`config.mk`:
```
export PLATFORM = sky130hd
export DESIGN_NAME = acp_ctrl
export DESIGN_NICKNAME = d
export VERILOG_FILES = /design/src/core/acp_pkg.sv /design/src/core/acp_warmup.sv /design/src/core/acp_ctrl.sv
export SDC_FILE = /design/constraint.sdc
export NUM_CORES = 1
export LEC_CHECK = 0
export BUFFER_PORTS_ARGS = -buffer_cell sky130_fd_sc_hd__buf_2
export CAP_MARGIN = 20
export CORE_MARGIN = 4
export CORE_UTILIZATION = 45
export CTS_CLUSTER_DIAMETER = 100
export DETAILED_ROUTE_END_ITERATION = 8
export HOLD_SLACK_MARGIN = 0.02
export PLACE_DENSITY_LB_ADDON = 0.3
export SLEW_MARGIN = 0
export SYNTH_ARGS = -nofsm -noshare
export SYNTH_HDL_FRONTEND = slang
export SYNTH_HIERARCHICAL = 1
export SYNTH_SLANG_ARGS = --single-unit
```
`constraint.sdc`:
```
create_clock -name pclk -period 1.45 [get_ports pclk]
set_clock_uncertainty 0.15 [all_clocks]
set_input_delay 0 -clock pclk [delete_from_list [all_inputs] [get_ports pclk]]
set_output_delay 0 -clock pclk [all_outputs]
set_load 0.005 [all_outputs]
```
`src/core/acp_pkg.sv`:
```
// Constants for the converter core power and ready register block.
// Assumes a single peripheral clock at 50 MHz and an APB register bus.
`default_nettype none
package acp_pkg;

  // ************************************************************
  // Register map
  // ************************************************************
  localparam logic [11:0] ACP_PWR_RDY_OFS = 12'h000;
  localparam logic [15:0] ACP_PWR_RDY_RST = 16'h0000;

  // ************************************************************
  // Field positions
  // ************************************************************
  localparam int ACP_SHR_RDY_BIT = 15;
  localparam int ACP_DED_RDY_LSB = 8;
  localparam int ACP_SHR_PWR_BIT = 7;
  localparam int ACP_DED_PWR_LSB = 0;
  localparam int ACP_NUM_DED     = 4;

  // ************************************************************
  // Timing
  // ************************************************************
  localparam int ACP_CLK_MHZ      = 50;
  localparam int ACP_WARMUP_NS    = 1000;
  localparam int ACP_WARMUP_CYC   = (ACP_WARMUP_NS * ACP_CLK_MHZ + 999) / 1000;

endpackage
`default_nettype wire

```
`src/core/acp_warmup.sv`:
```
// One converter core power sequencer: counts warm-up after enable.
// Assumes enable comes from logic on the same clock.
`default_nettype none
`timescale 1ns/10ps
module acp_warmup
  import acp_pkg::*;
#(
  parameter int WARMUP_CYC = ACP_WARMUP_CYC
) (
  // Clock and reset
  input  wire logic pclk,
  input  wire logic presetn,
  // Control and status
  input  wire logic enable,
  output var  logic ready
);

  localparam int CW = $clog2(WARMUP_CYC + 1);

  initial begin
    if (WARMUP_CYC < 1) begin
      $error("warm-up count must be at least one cycle");
    end
  end

  logic [CW-1:0] cnt_r;
  logic [CW-1:0] cnt_nxt;
  logic          ready_nxt;
  wire  logic    done = (cnt_r == CW'(WARMUP_CYC));

  // Clearing the enable drops ready at the next edge, no drain time
  assign cnt_nxt   = !enable ? '0 : (done ? cnt_r : cnt_r + CW'(1));
  assign ready_nxt = enable && done;

  always_ff @(posedge pclk or negedge presetn) begin
    if (!presetn) begin
      cnt_r <= '0;
      ready <= 1'b0;
    end else begin
      cnt_r <= cnt_nxt;
      ready <= ready_nxt;
    end
  end

  ready_after_warm_a: assert property (@(posedge pclk) disable iff (!presetn)
    $rose(ready) |-> $past(enable, 1) && $past(done, 1))
    else $error("ready rose before warm-up finished");

  ready_drop_a: assert property (@(posedge pclk) disable iff (!presetn)
    !enable |=> !ready)
    else $error("ready stayed high after enable cleared");

endmodule
`default_nettype wire

```
`src/core/acp_ctrl.sv`:
```
// Converter core power enable and ready status register, APB slave.
// Assumes a 32-bit APB master on pclk; ready comes from internal warm-up.
//
// How it works
// - shared core ready flag at bit 15
// - core 3 ready flag at bit 11
// - core 2 ready flag at bit 10
// - core 1 ready flag at bit 9
// - core 0 ready flag at bit 8
// - shared core power enable at bit 7
// - bits 14-12, 6-4 read zero, ignore writes
// - ready flags change only from hardware
`default_nettype none
`timescale 1ns/10ps
module acp_ctrl
  import acp_pkg::*;
#(
  parameter int WARMUP_CYC = ACP_WARMUP_CYC
) (
  // Clock and reset
  input  wire logic        pclk,
  input  wire logic        presetn,
  // APB slave
  input  wire logic        psel,
  input  wire logic        penable,
  input  wire logic        pwrite,
  input  wire logic [11:0] paddr,
  input  wire logic [31:0] pwdata,
  input  wire logic [3:0]  pstrb,
  output var  logic [31:0] prdata,
  output var  logic        pready,
  output var  logic        pslverr,
  // Power to converter cores
  output var  logic        shared_core_power_enable,
  output var  logic [3:0]  dedicated_core_power_enable
);

  initial begin
    if (WARMUP_CYC < 1) begin
      $error("warm-up count must be at least one cycle");
    end
  end

  // ************************************************************
  // Bus decode
  // ************************************************************
  // Zero-wait slave: pready is high in every access phase.
  wire logic hit      = (paddr[11:2] == ACP_PWR_RDY_OFS[11:2]);
  wire logic setup    = psel && !penable;
  wire logic wr_ok    = setup && pwrite && hit && pstrb[0];
  wire logic bad      = setup && !hit;

  // ************************************************************
  // Enables
  // ************************************************************
  logic       shr_pwr_r;
  logic [3:0] ded_pwr_r;
  logic       shr_pwr_nxt;
  logic [3:0] ded_pwr_nxt;

  // Only byte lane 0 holds writable bits; the upper lane is status only
  assign shr_pwr_nxt = wr_ok ? pwdata[ACP_SHR_PWR_BIT] : shr_pwr_r;
  assign ded_pwr_nxt = wr_ok ? pwdata[ACP_DED_PWR_LSB +: ACP_NUM_DED] : ded_pwr_r;

  always_ff @(posedge pclk or negedge presetn) begin
    if (!presetn) begin
      shr_pwr_r <= ACP_PWR_RDY_RST[ACP_SHR_PWR_BIT];
      ded_pwr_r <= ACP_PWR_RDY_RST[ACP_DED_PWR_LSB +: ACP_NUM_DED];
    end else begin
      shr_pwr_r <= shr_pwr_nxt;
      ded_pwr_r <= ded_pwr_nxt;
    end
  end

  // ************************************************************
  // Warm-up sequencers
  // ************************************************************
  wire logic [4:0] en_all = {shr_pwr_r, ded_pwr_r};
  logic      [4:0] rdy_all;

  for (genvar i = 0; i < 5; i++) begin : g_core
    acp_warmup #(
      .WARMUP_CYC (WARMUP_CYC)
    ) u_warm (
      .pclk    (pclk),
      .presetn (presetn),
      .enable  (en_all[i]),
      .ready   (rdy_all[i])
    );
  end

  // ************************************************************
  // Read image
  // ************************************************************
  logic [15:0] img;
  always_comb begin
    img = 16'h0000;
    img[ACP_SHR_RDY_BIT] = rdy_all[4];
    img[ACP_DED_RDY_LSB + 3] = rdy_all[3];
    img[ACP_DED_RDY_LSB + 2] = rdy_all[2];
    img[ACP_DED_RDY_LSB + 1] = rdy_all[1];
    img[ACP_DED_RDY_LSB]     = rdy_all[0];
    img[ACP_SHR_PWR_BIT] = shr_pwr_r;
    img[ACP_DED_PWR_LSB +: ACP_NUM_DED] = ded_pwr_r;
  end

  wire logic [31:0] rd_nxt = (setup && !pwrite && hit) ? {16'h0000, img} : 32'h0000_0000;

  always_ff @(posedge pclk or negedge presetn) begin
    if (!presetn) begin
      prdata  <= 32'h0000_0000;
      pready  <= 1'b0;
      pslverr <= 1'b0;
      shared_core_power_enable    <= 1'b0;
      dedicated_core_power_enable <= 4'h0;
    end else begin
      prdata  <= rd_nxt;
      pready  <= setup;
      pslverr <= bad;
      shared_core_power_enable    <= shr_pwr_nxt;
      dedicated_core_power_enable <= ded_pwr_nxt;
    end
  end

  // ************************************************************
  // Checks
  // ************************************************************
  shr_rdy_bit_a: assert property (@(posedge pclk) disable iff (!presetn)
    (setup && !pwrite && hit) |=> prdata[15] == $past(rdy_all[4]))
    else $error("shared ready bit wrong on read");

  c3_rdy_bit_a: assert property (@(posedge pclk) disable iff (!presetn)
    (setup && !pwrite && hit) |=> prdata[11] == $past(rdy_all[3]))
    else $error("core 3 ready bit wrong");

  c2_rdy_bit_a: assert property (@(posedge pclk) disable iff (!presetn)
    (setup && !pwrite && hit) |=> prdata[10] == $past(rdy_all[2]))
    else $error("core 2 ready bit wrong");

  c1_rdy_bit_a: assert property (@(posedge pclk) disable iff (!presetn)
    (setup && !pwrite && hit) |=> prdata[9] == $past(rdy_all[1]))
    else $error("core 1 ready bit wrong");

  c0_rdy_bit_a: assert property (@(posedge pclk) disable iff (!presetn)
    (setup && !pwrite && hit) |=> prdata[8] == $past(rdy_all[0]))
    else $error("core 0 ready bit wrong");

  shr_pwr_wr_a: assert property (@(posedge pclk) disable iff (!presetn)
    wr_ok |=> shared_core_power_enable == $past(pwdata[7]))
    else $error("shared power enable not written");

  rsvd_zero_a: assert property (@(posedge pclk) disable iff (!presetn)
    pready |-> prdata[14:12] == 3'h0 && prdata[6:4] == 3'h0)
    else $error("reserved bits not zero");

  ded_pwr_wr_a: assert property (@(posedge pclk) disable iff (!presetn)
    wr_ok |=> dedicated_core_power_enable == $past(pwdata[3:0]))
    else $error("dedicated power enables not written");

  rdy_hw_only_a: assert property (@(posedge pclk) disable iff (!presetn)
    $rose(rdy_all[4]) |-> $past(shr_pwr_r, 1) ##0 $past(shr_pwr_r, 2))
    else $error("shared ready rose without power");

  rdy_drop_a: assert property (@(posedge pclk) disable iff (!presetn)
    !shr_pwr_r |=> !rdy_all[4])
    else $error("shared ready held after power off");

  // ************************************************************
  // Bus handshake and per-core checks
  // ************************************************************
  // A broken handshake would hide every register fault behind it
  pready_follow_a: assert property (@(posedge pclk) disable iff (!presetn)
    setup
    |=> pready)
    else $error("no access phase answer after setup");

  pready_one_a: assert property (@(posedge pclk) disable iff (!presetn)
    pready
    |=> !pready)
    else $error("pready held longer than one cycle");

  pready_idle_a: assert property (@(posedge pclk) disable iff (!presetn)
    !psel
    |=> !pready)
    else $error("pready without a transfer");

  slverr_qual_a: assert property (@(posedge pclk) disable iff (!presetn)
    pslverr
    |-> pready)
    else $error("error flagged outside access phase");

  err_idle_a: assert property (@(posedge pclk) disable iff (!presetn)
    !psel
    |=> !pslverr)
    else $error("error flagged without a transfer");

  good_no_err_a: assert property (@(posedge pclk) disable iff (!presetn)
    (setup && hit)
    |=> !pslverr)
    else $error("error flagged on mapped address");

  idle_rdata_a: assert property (@(posedge pclk) disable iff (!presetn)
    !pready
    |-> prdata == 32'h0000_0000)
    else $error("read data outside access phase");

  upper_zero_a: assert property (@(posedge pclk) disable iff (!presetn)
    pready
    |-> prdata[31:16] == 16'h0000)
    else $error("upper read half not zero");

  wr_rdata_zero_a: assert property (@(posedge pclk) disable iff (!presetn)
    (setup && pwrite)
    |=> prdata == 32'h0000_0000)
    else $error("read data on a write");

  unmapped_rd_a: assert property (@(posedge pclk) disable iff (!presetn)
    bad
    |=> prdata == 32'h0000_0000 && pslverr)
    else $error("unmapped access not refused");

  rsvd_img_a: assert property (@(posedge pclk) disable iff (!presetn)
    1'b1
    |-> img[14:12] == 3'h0 && img[6:4] == 3'h0)
    else $error("reserved image bits not zero");

  bad_no_wr_a: assert property (@(posedge pclk) disable iff (!presetn)
    bad
    |=> $stable(shr_pwr_r) && $stable(ded_pwr_r))
    else $error("unmapped write changed enables");

  strb_no_wr_a: assert property (@(posedge pclk) disable iff (!presetn)
    (setup && pwrite && hit && !pstrb[0])
    |=> $stable(shr_pwr_r) && $stable(ded_pwr_r))
    else $error("masked write changed enables");

  pwr_hold_a: assert property (@(posedge pclk) disable iff (!presetn)
    !wr_ok
    |=> $stable(shr_pwr_r) && $stable(ded_pwr_r))
    else $error("enables changed without a write");

  shr_out_match_a: assert property (@(posedge pclk) disable iff (!presetn)
    1'b1
    |-> shared_core_power_enable == shr_pwr_r)
    else $error("shared power pin differs from register");

  ded_out_match_a: assert property (@(posedge pclk) disable iff (!presetn)
    1'b1
    |-> dedicated_core_power_enable == ded_pwr_r)
    else $error("dedicated power pins differ from register");

  shr_pwr_rd_a: assert property (@(posedge pclk) disable iff (!presetn)
    (setup && !pwrite && hit)
    |=> prdata[7] == $past(shr_pwr_r))
    else $error("shared power bit wrong on read");

  ded_pwr_rd_a: assert property (@(posedge pclk) disable iff (!presetn)
    (setup && !pwrite && hit)
    |=> prdata[3:0] == $past(ded_pwr_r))
    else $error("dedicated power bits wrong on read");

  c3_drop_a: assert property (@(posedge pclk) disable iff (!presetn)
    !ded_pwr_r[3]
    |=> !rdy_all[3])
    else $error("core 3 ready held after power off");

  c2_drop_a: assert property (@(posedge pclk) disable iff (!presetn)
    !ded_pwr_r[2]
    |=> !rdy_all[2])
    else $error("core 2 ready held after power off");

  c1_drop_a: assert property (@(posedge pclk) disable iff (!presetn)
    !ded_pwr_r[1]
    |=> !rdy_all[1])
    else $error("core 1 ready held after power off");

  c0_drop_a: assert property (@(posedge pclk) disable iff (!presetn)
    !ded_pwr_r[0]
    |=> !rdy_all[0])
    else $error("core 0 ready held after power off");

  c3_rise_a: assert property (@(posedge pclk) disable iff (!presetn)
    $rose(rdy_all[3])
    |-> $past(ded_pwr_r[3], 1) ##0 $past(ded_pwr_r[3], 2))
    else $error("core 3 ready rose without power");

  c2_rise_a: assert property (@(posedge pclk) disable iff (!presetn)
    $rose(rdy_all[2])
    |-> $past(ded_pwr_r[2], 1) ##0 $past(ded_pwr_r[2], 2))
    else $error("core 2 ready rose without power");

  c1_rise_a: assert property (@(posedge pclk) disable iff (!presetn)
    $rose(rdy_all[1])
    |-> $past(ded_pwr_r[1], 1) ##0 $past(ded_pwr_r[1], 2))
    else $error("core 1 ready rose without power");

  c0_rise_a: assert property (@(posedge pclk) disable iff (!presetn)
    $rose(rdy_all[0])
    |-> $past(ded_pwr_r[0], 1) ##0 $past(ded_pwr_r[0], 2))
    else $error("core 0 ready rose without power");

endmodule
`default_nettype wire

```
Word-level counts from Yosys, hierarchy flattened. Index checks and enable logic that the tools add are counted.

Memory bits (read-only): 0. Output and inout bits: 39. Latch bits: 0. Bits of input ports: 53. Flip-flop bits (word level): 58. RAM bits: 0. Memories kept: 0.

Reductions and logical operators: 16. $lt $le $gt $ge: 0. $mul: 0. Divide/modulo/power cells: 0. Shift operators: 0. Bitwise operators: 0. Equality and inequality tests: 10. Mux-type cells: 11. $add $sub $neg: 5.

Operators with widths (count): 2-to-1 mux 6 bit (10); adder 6 x 1 -> 6 bit (second input constant) (5); == test 6 bit (second input constant) (5); 2-to-1 mux 16 bit (1); logical AND 1 bit (12); logical NOT 10 bit (1); != test 2 bit (second input constant) (5); logical NOT 1 bit (3).

Logic depth before layout (Yosys ltp).
Depth after elaboration: 5. Mapped depth: 5. Depth with buffers taken out: 5.

Modules after synthesis. Netlist, hierarchy kept.

By module, submodules not included: acp_warmup (times used 5, area an instance 347.8 µm², cells each 31); acp_ctrl (times used 1, area an instance 853.3 µm², cells each 70).

Worst setup path before layout. Ideal clock, no wire load.

Path type: register to register. From: reg g_core[0].u_warm.cnt_r[0]. To: reg g_core[0].u_warm.cnt_r[0]. Stages on the path, launching flop included: 6. Setup slack: -0.050 ns. Setup time: 0.120 ns. Period minus slack after synthesis: 1.500 ns. Path buffers: 0. Arrival: 1.230 ns. Cells stage by stage: dfrtp_1 -> inv_1 -> ha_1 -> nand4b_1 -> or3_1 -> and3_1.

Word-level cells in the longest chain between the ends: 3. Elaborated cells on any way between the ends: 5. Classes of those cells: add/sub: 1; eq/ne: 2; mux: 2.

Ends and longest elaborated chain: start, declared (RTL line acp_warmup.sv:26) `logic [CW-1:0] cnt_r;`; start signal, assigned (RTL line acp_warmup.sv:40) `cnt_r <= cnt_nxt;`; adder 6 x 1 -> 6 bit (RTL line acp_warmup.sv:32) `assign cnt_nxt = !enable ? '0 : (done ? cnt_r : cnt_r + CW'(1));`; 2-to-1 mux 6 bit (2 in series) (RTL line acp_warmup.sv:32).

Parallel ways exist; a longest one is shown, timed or not. The select of a mux whose other input is x is not followed. A chain may end at the register's enable or synchronous reset.

Worst setup path after layout.
From: reg g_core[1].u_warm.cnt_r[0]. To: reg g_core[1].u_warm.cnt_r[0].

Word-level cells in the longest chain between the ends: 3. Elaborated cells on any way between the ends: 5. Classes of those cells: add/sub: 1; eq/ne: 2; mux: 2.

Ends and longest elaborated chain (RTL line): start, declared (acp_warmup.sv:26); start signal, assigned (acp_warmup.sv:40); adder 6 x 1 -> 6 bit (acp_warmup.sv:32); 2-to-1 mux 6 bit (2 in series) (acp_warmup.sv:32).

Parallel ways exist; a longest one is shown, timed or not. The select of a mux whose other input is x is not followed.

==> metrics.md <==
| Metric | Value |
|---|---|
| Required @ worst endpoint | approximately 1.5 ns |
| Top-count cell post-synth | dfrtp_1 |
| Worst-path clk slew | 0.09 ns |
| Unrepaired setup endpoints after global routing | yes |
| GPL Wtd Cong | 0.747 |
| Prevailing post-synth register cell | dfrtp_1 |
| Vias in the first global route | about 1800 |
| Post-synth top cells | dfrtp_1 (52), buf_4 (26), and2_1 (20) |
| Outcome | finished, violations left |
| Worst-skew pair later-pin latency | 0.30 ns |
| FFs w/ async S/R, synth | 100% |
| Largest net degree at the start of global routing | 53 |
| Met1 WL | slightly above 2 mm |
| Setup crit end kind | flip-flop |
| Initial Util | 46.8% |
| FILL cells | 466 |
| Antenna violations before repair | 0 |
| Antenna-violating nets left | 0 |
| Mapped Area | 2590 sq um |
| Row count | 27 |
| Clock Path Buffers | 2 |
| FF+latch count, synth | 52 |
| Top layer in use | met4 |
| Hold slack | -0.110 ns |
| Hold Crit Class | input pin to flip-flop |
| Top-Level Pins | between 90 and 100 |
| Tcrit/Tclk final | 106% |
| CTS tree | built |
| Core ar. | 5540 sq um |
| Antenna Cells | 0 |
| CP Launch Type | flip-flop |
| Hold-fix buffers, CTS | 12 |
| Die area | 7040 sq um |
| Remaining DRCs | 0 |
| Mean Syn Cell Area | 11.5 sq um |
| Fin. Hold Viols | 1 |
| Routed wl met3 | 291 um |
| Final wirelength | 4.67 mm |
| First-pass GRT wire length | 8.09 mm |
| Lkg Pwr | 1.64 nW |
| Synth area leader | dfrtp_1 |
| H-tree depth | 2 |
| Synthesis Warnings | 6 |
| Kind of critical path | flip-flop to flip-flop |
| Share of layout cells above drive strength 1 | 35.4% |
| Post-synthesis sequential area ratio | 50.2% |
| CTS Root Cell | clkbuf_8 |
| CTS sink cnt | 52 |
| MaxCap Viol Count | 0 |
| Nets | 378 |
| Gate Count Post-Synth | 225 |
| First-pass detailed-route iteration total | 4 |
| Hpwl dp | approximately 3.3 mm |
| Wire per inst | 12.0 um |
| Synth top area cells | dfrtp_1 (50%), buf_4 (7.5%), and2_1 (4.8%) |
| Top-area cell type share of the netlist area | between 50 and 60% |
| Layout area overhead | 29.5% |
| DR vias | about 1800 |
| Inserted Clock Buffers | 5 |
| Core Util, Final | 60.6% |
| Reg2Reg Launch Point | g_core[1].u_warm/cnt_r[0] |
| Gr ovfl total | 0 |
| GRT Total Usage | 14.0% |
| R2r setup slk | -0.09 ns |
| Peak VDD IR | 0.522 mV |
| Die H | 83.9 um |
| HP Start | paddr[11] |
| Final worst slack | -0.0900 ns |
| Vias per inst | 4.76 |
| Min cycle time layout | 1.54 ns |
| Initial DRC count | 59 |
| Failing checks | hold timing, setup timing |
| Met2 wire len | about 2.3 mm |
| Post-synth EDFFs | 0 |
| Setup tns final | -0.341 ns |
| Horiz. Die Dim | 83.9 um |
| CP arrival | 1.59 ns |
| Fmax | 649 MHz |
| Pwr Density | ~760 nW/um^2 |
| Final setup viols | 7 |
| Setup crit start | g_core[1].u_warm/cnt_r[0] |
| Yosys cell types | 29 |
| Crit-path max FO | 4 |
| Final Slew Violations | 0 |
| Port-buffer cells | 37 |
-- routing by layer --
metal	up-vias	track usage, %
met5	-	0
met4	0	3.95
met3	8	4.05
met2	48	23.4
met1	880	17.6
li1	911	-
-- per-stage QoR --
| stage | setup slack [ns] | instance area (sq um) | hold WS, ns | cells | total power, mW |
|---|---|---|---|---|---|
| 3_3_place_gp | -0.0206 | 3040 | -0.134 | 366 | 1.58 |
| 4_1_cts | -0.0859 | 3310 | -0.116 | 389 | 2.57 |
| 3_5_place_dp | -0.115 | 3040 | -0.134 | 366 | 1.58 |
| 6_report | -0.0900 | 3360 | -0.110 | 388 | 2.54 |
| 5_1_grt | -0.168 | 3360 | -0.110 | 388 | 2.64 |
| 2_1_floorplan | -0.0495 | 2670 | -0.446 | 246 | 1.55 |
-- sequential cells by signal, summed over array words and instances (netlist names) --
register,cells
pready,1
ded_pwr_r,4
prdata,10
shared_core_power_enable,1
g_core.u_warm/ready,5
g_core.u_warm/cnt_r,30
pslverr,1
-- kinds of logic after synthesis --
logic type	count (synthesis)	synth area share [%]
compound gates	26	6.81
xor+xnor	10	3.38
fa+ha+maj	10	4.83
buf+inv	32	8.45
flops	52	50.2
mux	5	2.17
other cells	1	0.145
simple gates	89	24.0
-- layout by cell type (no fill, tap or decap), types with 2 or more instances in the layout --
cell / n
conb_1: 22
o21ai_0: 10
inv_1: 5
and4b_1: 2
and2_1: 20
nand4b_1: 5
xnor2_1: 10
and3_1: 4
clkbuf_8: 5
buf_2: 36
or4b_1: 5
nand2_1: 11
ha_1: 8
nor3b_1: 3
or2b_1: 5
buf_4: 38
or3_1: 5
a21boi_1: 3
mux2_2: 4
o311a_2: 4
nand3_1: 5
nand3b_1: 5
dfrtp_1: 51
nand3_2: 5
nor3b_2: 3
nor2_1: 5
a21boi_0: 2
o21ai_1: 3
o21ai_2: 2
buf_6: 2
dlygate4sd3_1: 12
-- worst max-delay path, cell delays in order (launching register included) --
cell	delay, ns
dfrtp_1	0.39
inv_1	0.07
ha_1	0.15
nand4b_1	0.17
or3_1	0.34
and3_4	0.17
-- repair_timing --
item	in CTS	in global routing
pin swaps	1	6
resized for setup	4	19
setup buffers	3	1
endpoints found under the hold margin	59	1
endpoints found under the setup margin	6	26
-- final timing paths --
path | to | cells after the start
worst max-delay path | g_core[1].u_warm/cnt_r[0] | 5
worst min-delay path | pslverr | 4
worst max register to register | g_core[1].u_warm/cnt_r[0] | 5
worst min register to register | prdata[10] | 1
max in group asynchronous | g_core[1].u_warm/cnt_r[2] | 3
min in group asynchronous | g_core[3].u_warm/cnt_r[0] | 3
-- cell type report --
type,instances,area [sq um],area share (%)
Timing Repair Buffer,89,628,18.7
Tap cell,72,90.1,2.68
Sequential cell,52,1300,38.8
Clock inverter,2,35.0,1.04
Inverter,5,18.8,0.559
Multi-Input combinational cell,162,1210,36.0
Clock buffer,6,72.6,2.16
-- report_power, final --
part           switching (mW)  internal, mW
clock                   0.451         0.512
sequential            0.00114          1.45
combinational          0.0661        0.0547
total                   0.519          2.02
Note: power is estimated with default switching activity, not from simulation.
